==> config.mk <==
export PLATFORM = sky130hd
export DESIGN_NAME = multidrop_status_responder
export DESIGN_NICKNAME = d
export VERILOG_FILES = /design/src/core/flag_map_store.v /design/src/core/multidrop_status_responder.v /design/src/core/reply_char_rom.v
export VERILOG_INCLUDE_DIRS = /design/src /design/src/core
export SDC_FILE = /design/constraint.sdc
export NUM_CORES = 1
export LEC_CHECK = 0
export ABC_AREA = 0
export BUFFER_PORTS_ARGS = -buffer_cell sky130_fd_sc_hd__buf_4
export CORE_MARGIN = 4
export CORE_UTILIZATION = 45
export CTS_CLUSTER_DIAMETER = 120
export CTS_CLUSTER_SIZE = 8
export DETAILED_ROUTE_END_ITERATION = 8
export MAX_ROUTING_LAYER = met4
export PLACE_DENSITY_LB_ADDON = 0.1
export SLEW_MARGIN = 0
export SYNTH_ARGS = -nofsm -noshare
export SYNTH_HDL_FRONTEND = slang
export SYNTH_SLANG_ARGS = --single-unit
export TNS_END_PERCENT = 30
==> constraint.sdc <==
create_clock -name mclk_i -period 3.6 [get_ports mclk_i]
set_input_delay 0.36 -clock mclk_i [delete_from_list [all_inputs] [get_ports mclk_i]]
set_output_delay 0.36 -clock mclk_i [all_outputs]
set_load 0.03 [all_outputs]
==> src/core/status_responder_defines.vh <==
`ifndef STATUS_RESPONDER_DEFINES_VH
`define STATUS_RESPONDER_DEFINES_VH

// Protocol variants.
`define VARIANT_ORIGINAL 1'b0
`define VARIANT_FLEXIBLE 1'b1

// Response framing modes.
`define RMODE_CMD 2'h0
`define RMODE_BCC 2'h1
`define RMODE_TEXT 2'h2

// Command encoding seen by the parser.
`define CENC_PLAIN 1'b0
`define CENC_FRAMED 1'b1

// Framing characters, 7-bit.
`define CH_STX 7'h02
`define CH_ETX 7'h03
`define CH_CR 7'h0D
`define CH_LF 7'h0A

// Identifier defaults.
`define GAS_ID_DEFAULT 16'h0136 // Decimal 310.
`define INST_ID_DEFAULT 16'h0168 // Decimal 360.

// Flag indices into the flag vector.
`define FLAG_COUNT 12
`define FL_SAMPLE_FLOW 0
`define FL_BENCH_TEMP 1
`define FL_SOURCE 2
`define FL_BOX_TEMP 3
`define FL_WHEEL_TEMP 4
`define FL_SAMPLE_TEMP 5
`define FL_SAMPLE_PRES 6
`define FL_INVALID_CONC 7
`define FL_INST_OFF 8
`define FL_MANUAL_CAL 9
`define FL_ZERO_CAL 10
`define FL_SPAN_CAL 11

// Default status masks, one per flag.
`define DEF_SAMPLE_FLOW 16'h0001
`define DEF_BENCH_TEMP 16'h0002
`define DEF_SOURCE 16'h0004
`define DEF_BOX_TEMP 16'h0008
`define DEF_WHEEL_TEMP 16'h0010
`define DEF_SAMPLE_TEMP 16'h0020
`define DEF_SAMPLE_PRES 16'h0040
`define DEF_INVALID_CONC 16'h0080
`define DEF_INST_OFF 16'h0100
`define DEF_MANUAL_CAL 16'h0200
`define DEF_ZERO_CAL 16'h0400
`define DEF_SPAN_CAL 16'h0800

// Unit field in the status word.
`define UNIT_LSB 13
`define UNIT_MICROGRAMS 2'h0
`define UNIT_MILLIGRAMS 2'h1
`define UNIT_PPB 2'h2
`define UNIT_PPM 2'h3

// Reply latency ceiling.
`define REPLY_LATENCY_MS 200
`define CLK_MHZ 200

`endif

==> src/core/flag_map_store.v <==
`timescale 1ns/10ps
`default_nettype none
`include "status_responder_defines.vh"

module flag_map_store
#(
   parameter NFLAG = `FLAG_COUNT,
   parameter AW = 4
)
(
   input wire mclk_i,
   input wire rstn_i,
   input wire defaults_i,
   input wire wr_i,
   input wire [AW-1:0] wr_idx_i,
   input wire [15:0] wr_mask_i,
   output wire [16*NFLAG-1:0] masks_o
);

   // ==========================================================================
   // Default mapping table.
   // ==========================================================================

   // Returns the default bit assignment for one flag.
   function [15:0] def_mask;
      input integer idx;
      begin
         case (idx)
            `FL_SAMPLE_FLOW: def_mask = `DEF_SAMPLE_FLOW;
            `FL_BENCH_TEMP: def_mask = `DEF_BENCH_TEMP;
            `FL_SOURCE: def_mask = `DEF_SOURCE;
            `FL_BOX_TEMP: def_mask = `DEF_BOX_TEMP;
            `FL_WHEEL_TEMP: def_mask = `DEF_WHEEL_TEMP;
            `FL_SAMPLE_TEMP: def_mask = `DEF_SAMPLE_TEMP;
            `FL_SAMPLE_PRES: def_mask = `DEF_SAMPLE_PRES;
            `FL_INVALID_CONC: def_mask = `DEF_INVALID_CONC;
            `FL_INST_OFF: def_mask = `DEF_INST_OFF;
            `FL_MANUAL_CAL: def_mask = `DEF_MANUAL_CAL;
            `FL_ZERO_CAL: def_mask = `DEF_ZERO_CAL;
            `FL_SPAN_CAL: def_mask = `DEF_SPAN_CAL;
            default: def_mask = 16'h0000;
         endcase
      end
   endfunction

   // ==========================================================================
   // One mask register per flag.
   // ==========================================================================

   genvar g;
   generate
      for (g = 0; g < NFLAG; g = g + 1)
      begin : g_map
         localparam [15:0] DEF = def_mask(g);
         localparam [AW-1:0] IDX = g;
         reg [15:0] mask_r;
         // Reset and the restore strobe reload the default; a write replaces one entry.
         always @(posedge mclk_i or negedge rstn_i)
         begin
            if (!rstn_i)
               mask_r <= DEF;
            else if (defaults_i)
               mask_r <= DEF;
            else if (wr_i && (wr_idx_i == IDX))
               mask_r <= wr_mask_i;
         end
         assign masks_o[16*g +: 16] = mask_r;
      end
   endgenerate

endmodule
`default_nettype wire

==> src/core/multidrop_status_responder.v <==
// Function
// - Two protocol variants, one device-wide setting.
// - Per-port enable; variant shared by both.
// - Command mode framing follows command encoding.
// - Checksum mode: STX, ETX, two-digit check.
// - Text mode: CR at start and end.
// - Fixed gas identifier, default 310.
// - Status word from assignable flags.
// - Default warning bit assignments.
// - Default operational bit assignments.
// - Two-bit unit field in status word.
// - Shared bit is OR of flags.
// - Assignments changeable and restorable to default.
// - Programmable instrument identifier, default 360.
// - Never initiate; answer only own identifier.
// - Seven data bits, two stop, even parity.
// - Reply within latency; host paces commands.
`timescale 1ns/10ps
`default_nettype none
`include "status_responder_defines.vh"

module multidrop_status_responder
#(
   parameter NFLAG = `FLAG_COUNT,
   parameter [15:0] GAS_ID = `GAS_ID_DEFAULT,
   parameter LATENCY_CYC = `REPLY_LATENCY_MS * 1000 * `CLK_MHZ
)
(
   input wire mclk_i,
   input wire rstn_i,
   input wire variant_i,
   input wire [1:0] port_en_i,
   input wire [1:0] resp_mode_i,
   input wire [15:0] inst_id_i,
   input wire inst_id_load_i,
   input wire [NFLAG-1:0] flags_i,
   input wire [1:0] unit_i,
   input wire map_defaults_i,
   input wire map_wr_i,
   input wire [3:0] map_idx_i,
   input wire [15:0] map_mask_i,
   input wire cmd_valid_i,
   input wire cmd_port_i,
   input wire [15:0] cmd_id_i,
   input wire cmd_enc_i,
   output wire cmd_ready_o,
   output reg char_valid_o,
   output reg [6:0] char_o,
   output reg char_parity_o,
   output reg char_port_o,
   input wire char_ready_i,
   output reg [15:0] status_o,
   output reg [15:0] inst_id_o,
   output wire [15:0] gas_id_o,
   output reg variant_o,
   output wire busy_o,
   output reg timeout_o
);

   // ==========================================================================
   // Synchronise the asynchronous flag inputs.
   // ==========================================================================

   reg [NFLAG-1:0] flags_meta_r;
   reg [NFLAG-1:0] flags_sync_r;

   // Two-stage synchroniser; only the second stage feeds logic.
   always @(posedge mclk_i or negedge rstn_i)
   begin
      if (!rstn_i)
      begin
         flags_meta_r <= {NFLAG{1'b0}};
         flags_sync_r <= {NFLAG{1'b0}};
      end
      else
      begin
         flags_meta_r <= flags_i;
         flags_sync_r <= flags_meta_r;
      end
   end

   // ==========================================================================
   // Flag to status bit mapping.
   // ==========================================================================

   wire [16*NFLAG-1:0] masks;

   flag_map_store #(.NFLAG(NFLAG), .AW(4)) u_map
   (
      .mclk_i(mclk_i),
      .rstn_i(rstn_i),
      .defaults_i(map_defaults_i),
      .wr_i(map_wr_i),
      .wr_idx_i(map_idx_i),
      .wr_mask_i(map_mask_i),
      .masks_o(masks)
   );

   // Each active flag contributes its mask; overlapping masks OR together.
   wire [16*(NFLAG+1)-1:0] acc;
   assign acc[15:0] = 16'h0000;
   genvar g;
   generate
      for (g = 0; g < NFLAG; g = g + 1)
      begin : g_or
         assign acc[16*(g+1) +: 16] = acc[16*g +: 16] | (flags_sync_r[g] ? masks[16*g +: 16] : 16'h0000);
      end
   endgenerate

   wire [15:0] unit_field = {1'b0, unit_i, 13'h0000};

   // Status word is registered; the unit field is ORed into bits 13 and 14.
   always @(posedge mclk_i or negedge rstn_i)
   begin
      if (!rstn_i)
         status_o <= 16'h0000;
      else
         status_o <= acc[16*NFLAG +: 16] | unit_field;
   end

   // ==========================================================================
   // Identifiers and the device-wide variant.
   // ==========================================================================

   assign gas_id_o = GAS_ID;

   // Instrument identifier loads on request and restarts at its default.
   always @(posedge mclk_i or negedge rstn_i)
   begin
      if (!rstn_i)
         inst_id_o <= `INST_ID_DEFAULT;
      else if (inst_id_load_i)
         inst_id_o <= inst_id_i;
   end

   // Variant is captured only between replies so a frame never mixes variants.
   always @(posedge mclk_i or negedge rstn_i)
   begin
      if (!rstn_i)
         variant_o <= `VARIANT_ORIGINAL;
      else if (!busy_o)
         variant_o <= variant_i;
   end

   // ==========================================================================
   // Reply sequencer.
   // ==========================================================================

   localparam [2:0] ST_IDLE = 3'h0;
   localparam [2:0] ST_LEAD = 3'h1;
   localparam [2:0] ST_BODY = 3'h2;
   localparam [2:0] ST_TAIL = 3'h3;
   localparam [2:0] ST_BCC1 = 3'h4;
   localparam [2:0] ST_BCC2 = 3'h5;
   localparam [2:0] ST_CONV = 3'h6;

   reg [2:0] state_r;
   reg [2:0] state_nxt;
   reg [1:0] mode_r;
   reg enc_r;
   reg [3:0] idx_r;
   reg [6:0] bcc_r;
   reg [2:0] ret_r;
   reg [31:0] lat_r;
   reg [3:0] nib;
   reg [6:0] char_new;
   reg char_load;
   wire [6:0] hex_ch;

   reply_char_rom u_rom
   (
      .mclk_i(mclk_i),
      .rstn_i(rstn_i),
      .nibble_i(nib),
      .ascii_o(hex_ch)
   );

   // Accept only when idle, enabled on that port, and addressed to this unit.
   wire own_cmd = cmd_valid_i && port_en_i[cmd_port_i] && (cmd_id_i == inst_id_o);
   assign cmd_ready_o = (state_r == ST_IDLE);
   assign busy_o = (state_r != ST_IDLE);
   wire framed = (mode_r == `RMODE_BCC) || ((mode_r == `RMODE_CMD) && (enc_r == `CENC_FRAMED));
   // Framing of the command being accepted; the unused mode code behaves as command mode.
   wire framed_next = (resp_mode_i == `RMODE_BCC) || ((resp_mode_i != `RMODE_TEXT) && (cmd_enc_i == `CENC_FRAMED));

   // The converter is registered, so it is fed the digit that the next convert cycle will present.
   wire [3:0] dig_idx = (state_r == ST_BODY) ? idx_r + 4'h1 : idx_r;
   wire [6:0] bcc_fold = bcc_r ^ char_o;

   // Body: variant marker, gas id, instrument id, status word, each as hex digits.
   always @*
   begin
      nib = 4'h0;
      case (dig_idx[3:2])
         2'h0: nib = {3'h0, variant_o};
         2'h1: nib = gas_id_o[4*(3-dig_idx[1:0]) +: 4];
         2'h2: nib = inst_id_o[4*(3-dig_idx[1:0]) +: 4];
         2'h3: nib = status_o[4*(3-dig_idx[1:0]) +: 4];
         default: nib = 4'h0;
      endcase
      if (state_r == ST_TAIL)
         nib = {1'b0, bcc_fold[6:4]};
      else if (state_r == ST_BCC1)
         nib = bcc_r[3:0];
   end

   // Next state; each character waits for the sink to take it.
   always @*
   begin
      state_nxt = state_r;
      case (state_r)
         ST_IDLE: if (own_cmd) state_nxt = ST_LEAD;
         ST_LEAD: if (char_ready_i) state_nxt = ST_CONV;
         ST_CONV: state_nxt = ret_r;
         ST_BODY: if (char_ready_i) state_nxt = (idx_r == 4'hF) ? ST_TAIL : ST_CONV;
         ST_TAIL: if (char_ready_i) state_nxt = framed ? ST_CONV : ST_IDLE;
         ST_BCC1: if (char_ready_i) state_nxt = ST_CONV;
         ST_BCC2: if (char_ready_i) state_nxt = ST_IDLE;
         default: state_nxt = ST_IDLE;
      endcase
   end

   // Picks the next character; it loads only on a transition so a stalled character stays put.
   always @*
   begin
      char_load = 1'b0;
      char_new = hex_ch;
      if (state_r == ST_IDLE && own_cmd)
      begin
         char_load = 1'b1;
         char_new = framed_next ? `CH_STX : `CH_CR;
      end
      else if (state_r == ST_CONV)
         char_load = 1'b1;
      else if (state_r == ST_BODY && state_nxt == ST_TAIL)
      begin
         char_load = 1'b1;
         char_new = framed ? `CH_ETX : `CH_CR;
      end
   end

   // Sequencer registers.
   always @(posedge mclk_i or negedge rstn_i)
   begin
      if (!rstn_i)
      begin
         state_r <= ST_IDLE;
         mode_r <= `RMODE_CMD;
         enc_r <= `CENC_PLAIN;
         idx_r <= 4'h0;
         bcc_r <= 7'h00;
         ret_r <= ST_BODY;
         char_port_o <= 1'b0;
      end
      else
      begin
         state_r <= state_nxt;
         if (state_r == ST_IDLE && own_cmd)
         begin
            mode_r <= (resp_mode_i == `RMODE_TEXT || resp_mode_i == `RMODE_BCC) ? resp_mode_i : `RMODE_CMD;
            enc_r <= cmd_enc_i;
            char_port_o <= cmd_port_i;
            idx_r <= 4'h0;
            bcc_r <= 7'h00;
            ret_r <= ST_BODY;
         end
         if (char_ready_i && (state_r == ST_BODY || state_r == ST_TAIL) && state_nxt != ST_IDLE)
            bcc_r <= bcc_fold;
         if (state_r == ST_BODY && char_ready_i)
            idx_r <= idx_r + 4'h1;
         if (state_r == ST_TAIL && char_ready_i)
            ret_r <= ST_BCC1;
         else if (state_r == ST_BCC1 && char_ready_i)
            ret_r <= ST_BCC2;
      end
   end

   // Output character register with 7-bit even parity.
   always @(posedge mclk_i or negedge rstn_i)
   begin
      if (!rstn_i)
      begin
         char_valid_o <= 1'b0;
         char_o <= 7'h00;
         char_parity_o <= 1'b0;
      end
      else
      begin
         char_valid_o <= (state_nxt == ST_LEAD || state_nxt == ST_BODY || state_nxt == ST_TAIL
                          || state_nxt == ST_BCC1 || state_nxt == ST_BCC2);
         if (char_load)
         begin
            char_o <= char_new;
            char_parity_o <= ^char_new;
         end
      end
   end

   // Latency watchdog: flags a reply that outlasts the allowed time.
   always @(posedge mclk_i or negedge rstn_i)
   begin
      if (!rstn_i)
      begin
         lat_r <= 32'h00000000;
         timeout_o <= 1'b0;
      end
      else if (state_r == ST_IDLE)
      begin
         lat_r <= 32'h00000000;
         timeout_o <= 1'b0;
      end
      else
      begin
         if (lat_r != LATENCY_CYC[31:0])
            lat_r <= lat_r + 32'h00000001;
         timeout_o <= (lat_r == LATENCY_CYC[31:0]);
      end
   end

endmodule
`default_nettype wire

==> src/core/reply_char_rom.v <==
`timescale 1ns/10ps
`default_nettype none
`include "status_responder_defines.vh"

module reply_char_rom
(
   input wire mclk_i,
   input wire rstn_i,
   input wire [3:0] nibble_i,
   output reg [6:0] ascii_o
);

   // ==========================================================================
   // Registered hex digit to ASCII conversion.
   // ==========================================================================

   // Digits 0-9 map to '0'..'9', 10-15 to 'A'..'F'.
   always @(posedge mclk_i or negedge rstn_i)
   begin
      if (!rstn_i)
         ascii_o <= 7'h30;
      else if (nibble_i < 4'hA)
         ascii_o <= 7'h30 + {3'h0, nibble_i};
      else
         ascii_o <= 7'h37 + {3'h0, nibble_i};
   end

endmodule
`default_nettype wire

Word level (Yosys, flattened, before mapping)
Index checks and enable logic that the tools add are counted.

word-level totals
  output and inout bits = 62
  flip-flop bits (word level) = 319

cells by class
  $add $sub $neg = 5
  muxes and demuxes = 70
  equality and inequality tests = 33
  order comparisons = 2
  bitwise gates (word level) = 13
  reduce and logical (&&, ||, !) cells = 55
  shifts and indexed selects = 3

operators with widths
  operator                                                     number
  two-way mux 16 bit                                           36
  bitwise OR 16 bit                                            11
  indexed part select 16 x 33 -> 4 bit                         2
  two-way mux 32 bit                                           2
  two-way mux 7 bit                                            6
  indexed part select 16 x 33 -> 4 bit (first input constant)  1
  adder 32 x 1 -> 32 bit (second input constant)               1
  equality test 32 x 26 -> 1 bit (second input constant)       1
  inequality test 32 x 26 -> 1 bit (second input constant)     1
  two-way mux 3 bit                                            10
  nonzero test 2 bit                                           15
  two-way mux 4 bit                                            7
  logical AND 1 bit                                            23
  equality test 4 bit (second input constant)                  5
  case mux 3 bit (6 select lines)                              1
  equality test 16 bit                                         1
  equality test 4 x 3 -> 1 bit (second input constant)         4
  bitwise OR 16 x 15 -> 16 bit                                 1
  case mux 4 bit (4 select lines)                              1
  equality test 3 bit (second input constant)                  5
  adder 6 x 4 -> 7 bit (first input constant)                  2
  equality test 3 x 2 -> 1 bit (second input constant)         4
  nonzero test 3 bit                                           3
  equality test 4 x 2 -> 1 bit (second input constant)         2
  18 further kinds                                             36

Logic depth before layout (Yosys ltp)
  depth in word-level cells = 13
  gate-level depth with buffers = 13

Modules after synthesis
From an unflattened synthesis, not the netlist that was laid out.

second synthesis, totals
  cells, all modules = 1557
  area total of the unflattened synthesis = 15543.7 sq um

modules (own cells, without submodules)
  module                      instances  area an instance (sq um)  seq. area each (sq um)  cells each
  flag_map_store              1          8436.8                    4819.6                  842
  multidrop_status_responder  1          6835.3                    3009.1                  694
  reply_char_rom              1          271.5                     177.7                   21

Least setup slack after synthesis
Ideal clock, no wire load.

  path type = register -> register
  start = reg idx_r[1]
  end = reg u_rom.ascii_o[2]
  arrival = 2.838 ns
  stages on the path, launching flop included = 14
  data required time = 3.475 ns
  setup time = 0.125 ns
  slack = 0.637 ns
  path buffers = 2
  cell sequence = dfrtp_1 > ha_1 > clkbuf_1 > and4bb_2 > xnor2_2 > buf_4 > nand2_1 > a211o_1 > a32o_1 > o21ai_1 > o221ai_2 > ha_1 > nand2_1 > mux2_2

on the way
  cells in the longest elaborated chain, start to end = 9

ends and longest elaborated chain
  item                                                            RTL line                                                                                              source
  start: declaration                                              multidrop_status_responder.v:161                                                                      reg [3:0] idx_r;
  start signal: assignment                                        multidrop_status_responder.v:270                                                                      idx_r <= idx_r + 4'h1;
  adder 4 x 1 -> 4 bit                                            multidrop_status_responder.v:187                                                                      wire [3:0] dig_idx = (state_r == ST_BODY) ? idx_r + 4'h1 : idx_r;
  two-way mux 4 bit *                                             multidrop_status_responder.v:187
  subtractor 2 x 2 -> 3 bit                                       multidrop_status_responder.v:196, multidrop_status_responder.v:197, multidrop_status_responder.v:198
  indexed part select 16 x 33 -> 4 bit, on equally long branches  multidrop_status_responder.v:198, multidrop_status_responder.v:196, multidrop_status_responder.v:197
  case mux 4 bit (4 select lines) *                               multidrop_status_responder.v:194                                                                      case (dig_idx[3:2])
  two-way mux 4 bit *                                             multidrop_status_responder.v:203                                                                      else if (state_r == ST_BCC1)
  two-way mux 4 bit *                                             multidrop_status_responder.v:201                                                                      if (state_r == ST_TAIL)
  adder 6 x 4 -> 7 bit, or another cell as far along              reply_char_rom.v:25                                                                                   ascii_o <= 7'h37 + {3'h0, nibble_i};
  two-way mux 7 bit *                                             reply_char_rom.v:22                                                                                   else if (nibble_i < 4'hA)
  end signal: assignment                                          reply_char_rom.v:23                                                                                   ascii_o <= 7'h30 + {3'h0, nibble_i};
  end signal: assignment                                          reply_char_rom.v:25
  end: declaration                                                reply_char_rom.v:10                                                                                   output reg [6:0] ascii_o

Mark *: on every way between the ends. The rest lies on a longest branch, timed or not.
A chain may end at the register's enable or synchronous reset.

Worst setup path after layout
Same ends and word-level chain as after synthesis.

==> results.py <==
metrics = {
    "outcome": {
        "status": "finished clean",
    },
    "hold_path": {
        "hp-start": "resp_mode_i[0]",
        "hp-class": "primary input to register",
    },
    "yosys": {
        "synth-xor-area-share": 0.0351,
        "synth_top_family_by_area": "simple AND/OR/NAND/NOR gates",
        "ys_seq_elements": 319,
        "synth-adder-area-share": 0.00341,
        "ys_seq_area_frac": 0.546,
        "avgSynthCellArea_um2": 9.39,
        "postSynthCellCount": 1562,
        "synth_edf_count": 0,
        "synth.area.mux_share": 0.0261,
        "synth_area_um2": 14700,
        "yosysTopAreaCell": "dfrtp_1",
        "ys_top_cells_by_area": "dfrtp_1, nand2_1, a21oi_1",
        "synth_compound_area_frac": 0.161,
        "yosys_warnings": 0,
        "synth_simple_gate_area_frac": 0.188,
        "synth_ff_type": "dfrtp_1",
        "yosysUniqueCellTypes": 67,
        "async_flop_share": 1.00,
        "synth_top_area_share": 0.512,
    },
    "clocking": {
        "htreeDepth": 2,
        "cts_tree": "built",
        "cts.path.max_buffers": 3,
        "cts_root_buf": "clkbuf_16",
        "cts_resized": 0,
        "clkLatencyLatePin_ps": 550,
        "cts_buffers": 45,
        "holdBufCountCts": 13,
        "postCtsSetupBuffers": 0,
        "clock_sinks": 319,
        "clkTransAtPathRegs_ps": 50,
    },
    "worst_setup_path": {
        "cp-end-kind": "register",
        "required_ps": 4010,
        "cp_cell_sequence": "ha_1, and4bb_2, xnor2_2, buf_4, mux2_2, o21ai_0, a32o_1, o21ai_1, o221ai_2, ha_1, nand2_1, mux2_2",
        "crit_type": "register to register",
        "regToRegStartpoint": "idx_r[1]$_DFFE_PN0P_",
        "crit_slowest_cell": "dfrtp_1",
        "crit_fanout": 8,
        "cp-start-kind": "register",
        "crit_arrival_ps": 3690,
        "critPathLaunch": "idx_r[1]$_DFFE_PN0P_",
        "slowest_delay_ps": 430,
    },
    "route": {
        "wirelength_um": 46000,
        "first_iter_violations": 1188,
        "first_pass_iters": 5,
        "wl_per_cell_um": 21.5,
        "via_per_inst": 5.73,
        "ant_nets": 0,
        "drc": 0,
        "dr_total_vias": 12200,
    },
    "placement": {
        "postPlaceCellArea_um2": 16000,
        "gp_congestion": 0.884,
        "place_ws_ps": 356,
        "hpwl_um": 28200,
        "io_buffers": 125,
    },
    "global_route": {
        "grt_pass1_wl_um": 72300,
        "grt-ovfl-total": 0,
        "grt_max_degree": 96,
        "track_usage": 0.264,
        "antenna_found_initial": 1,
        "grt_pass1_vias": 12100,
    },
    "cells_and_area": {
        "antenna_cells": 0,
        "syn_to_final_growth_pct": 18.6,
        "final_area_um2": 17400,
        "drive_above_1_share": 0.154,
        "nFillCells": 2896,
        "nNetsFinal": 1750,
    },
    "power_and_ir_drop": {
        "p_leak_nw": 7.47,
        "power.density_nw_per_um2": 591,
        "vdd.ir_drop.worst_v": 0.000319,
    },
    "floorplan": {
        "die_width_um": 189,
        "die_y_um": 189,
        "coreArea_um2": 31900,
        "initial_core_util": 0.460,
        "io_pins": 142,
        "die_area_um2": 35600,
        "num_rows": 65,
    },
    "sta": {
        "setup_ws_ps": 323,
        "setup_tns_ps": 0,
        "hold_viol": 0,
        "finalSetupViolCount": 0,
        "rsz0062_at_grt": "false",
        "finClkSkew_ps": 23.7,
        "fmax_mhz": 305,
        "finalMaxSlewViolations": 0,
        "fin_crit_ps": 3280,
        "fin_crit_sh": 0.910,
        "tightest_slew_ps": 1160,
        "slew_headroom": 0.225,
    },
    "flow_run": {
        "timing.max_cap.violations": 0,
    },
}
logic make-up (layout without fill, tap and decap cells):
group           count (synthesis)  after routing
compound gates                371            371
xor+xnor                       58             58
fa+ha+maj                       4              4
buf+inv                       140            264
flops                         319            319
mux                            34             34
other cells                     2             16
simple gates                  634            634
critical path: cells and delay by family, from the launching register on:
kind            cells  cell delay (ps)
fa+ha+maj           2              500
flops               1              430
xor+xnor            1              380
compound gates      4              620
mux                 2              620
simple gates        2              370
buf+inv             1              250
worst paths after layout:
kind | end | slack [ps] | cells after the start
worst min register to register | flags_sync_r[6]$_DFF_PN0_ | 340 | 0
worst min-delay path | mode_r[1]$_DFFE_PN0P_ | 30 | 2
worst max register to register | u_rom.ascii_o[2]$_DFF_PN0_ | 320 | 12
min in group asynchronous | lat_r[28]$_DFFE_PN0N_ | 400 | 2
max in group asynchronous | u_map.g_map[7].mask_r[7]$_DFFE_PN1P_ | 2180 | 3
worst max-delay path | u_rom.ascii_o[2]$_DFF_PN0_ | 320 | 12
cells in the final DEF, fill, tap and decap left out, drive strengths merged, types with 16 or more instances in the layout:
cell,netlist,layout
nand2,447,447
clkbuf,103,80
a21oi,198,198
nand3,34,34
a22o,53,53
nor2,56,56
nand3b,18,18
o21ai,32,32
dfrtp,300,300
dfstp,19,19
xnor2,33,33
buf,21,154
mux2,24,24
a221oi,48,48
inv,16,17
xor2,25,25
conb,2,16
registers in the layout, indices dropped and copies added, names as in the netlist, 2 cells and up:
name,cells
lat_r,32
status_o,16
u_map.g_map.mask_r,192
mode_r,2
inst_id_o,16
flags_sync_r,12
idx_r,4
flags_meta_r,12
bcc_r,7
ret_r,3
u_rom.ascii_o,7
char_o,7
state_r,3
stage by stage:
stage / instances / util / total power, W / hold WS [ps]
2_1_floorplan: 1576 / - / 0.00558 / 64.4
5_1_grt: 2135 / 0.546 / 0.0108 / 40.9
6_report: 2135 / 0.546 / 0.0103 / 29.1
3_3_place_gp: 2041 / 0.501 / 0.00632 / 331
4_1_cts: 2135 / 0.546 / 0.0104 / 13.4
3_5_place_dp: 2041 / 0.501 / 0.00635 / 335
cell type report:
| cell class | instances | area (um2) | area share |
|---|---|---|---|
| Clock inverter | 1 | 8.76 | 0.000503 |
| Inverter | 16 | 60.1 | 0.00345 |
| Clock buffer | 80 | 1300 | 0.0747 |
| Multi-Input combinational cell | 1117 | 6150 | 0.353 |
| Tap cell | 435 | 544 | 0.0313 |
| Timing Repair Buffer | 167 | 1340 | 0.0767 |
| Sequential cell | 319 | 8010 | 0.460 |
layer usage:
metal / wire length, um / up-vias / part of all wire / GRT usage
met5: 0 / - / 0 / -
met4: 1420 / 0 / 0.031 / 0.0810
met3: 3360 / 104 / 0.073 / 0.0424
met2: 21700 / 489 / 0.47 / 0.418
met1: 19500 / 6070 / 0.42 / 0.356
li1: - / 5573 / - / -
report_power, final:
| group | switching, W | total (W) | internal (W) | leakage (nW) |
|---|---|---|---|---|
| clock network | 0.00155 | 0.00397 | 0.00241 | 0.623 |
| logic | 0.00133 | 0.00219 | 0.000861 | 2.63 |
| registers | 0.000302 | 0.00413 | 0.00383 | 4.22 |
| total | 0.00318 | 0.0103 | 0.00710 | 7.47 |
cell usage after synthesis (all sizes together), types with 4 or more instances:
cell type  count
o21ai         32
and2           4
a22oi          5
buf           21
or3            4
ha             4
dfstp         19
nor2          56
a22o          53
nand2        447
xor2          25
nand4         14
mux2          24
mux2i          9
a221oi        48
a31oi          6
nand3b        18
nor2b          8
nor3          11
dfrtp        300
clkbuf       103
and4           5
nor3b          8
a21oi        198
and3           7
xnor2         33
nand3         34
inv           16
(Power assumes the default switching activity.)
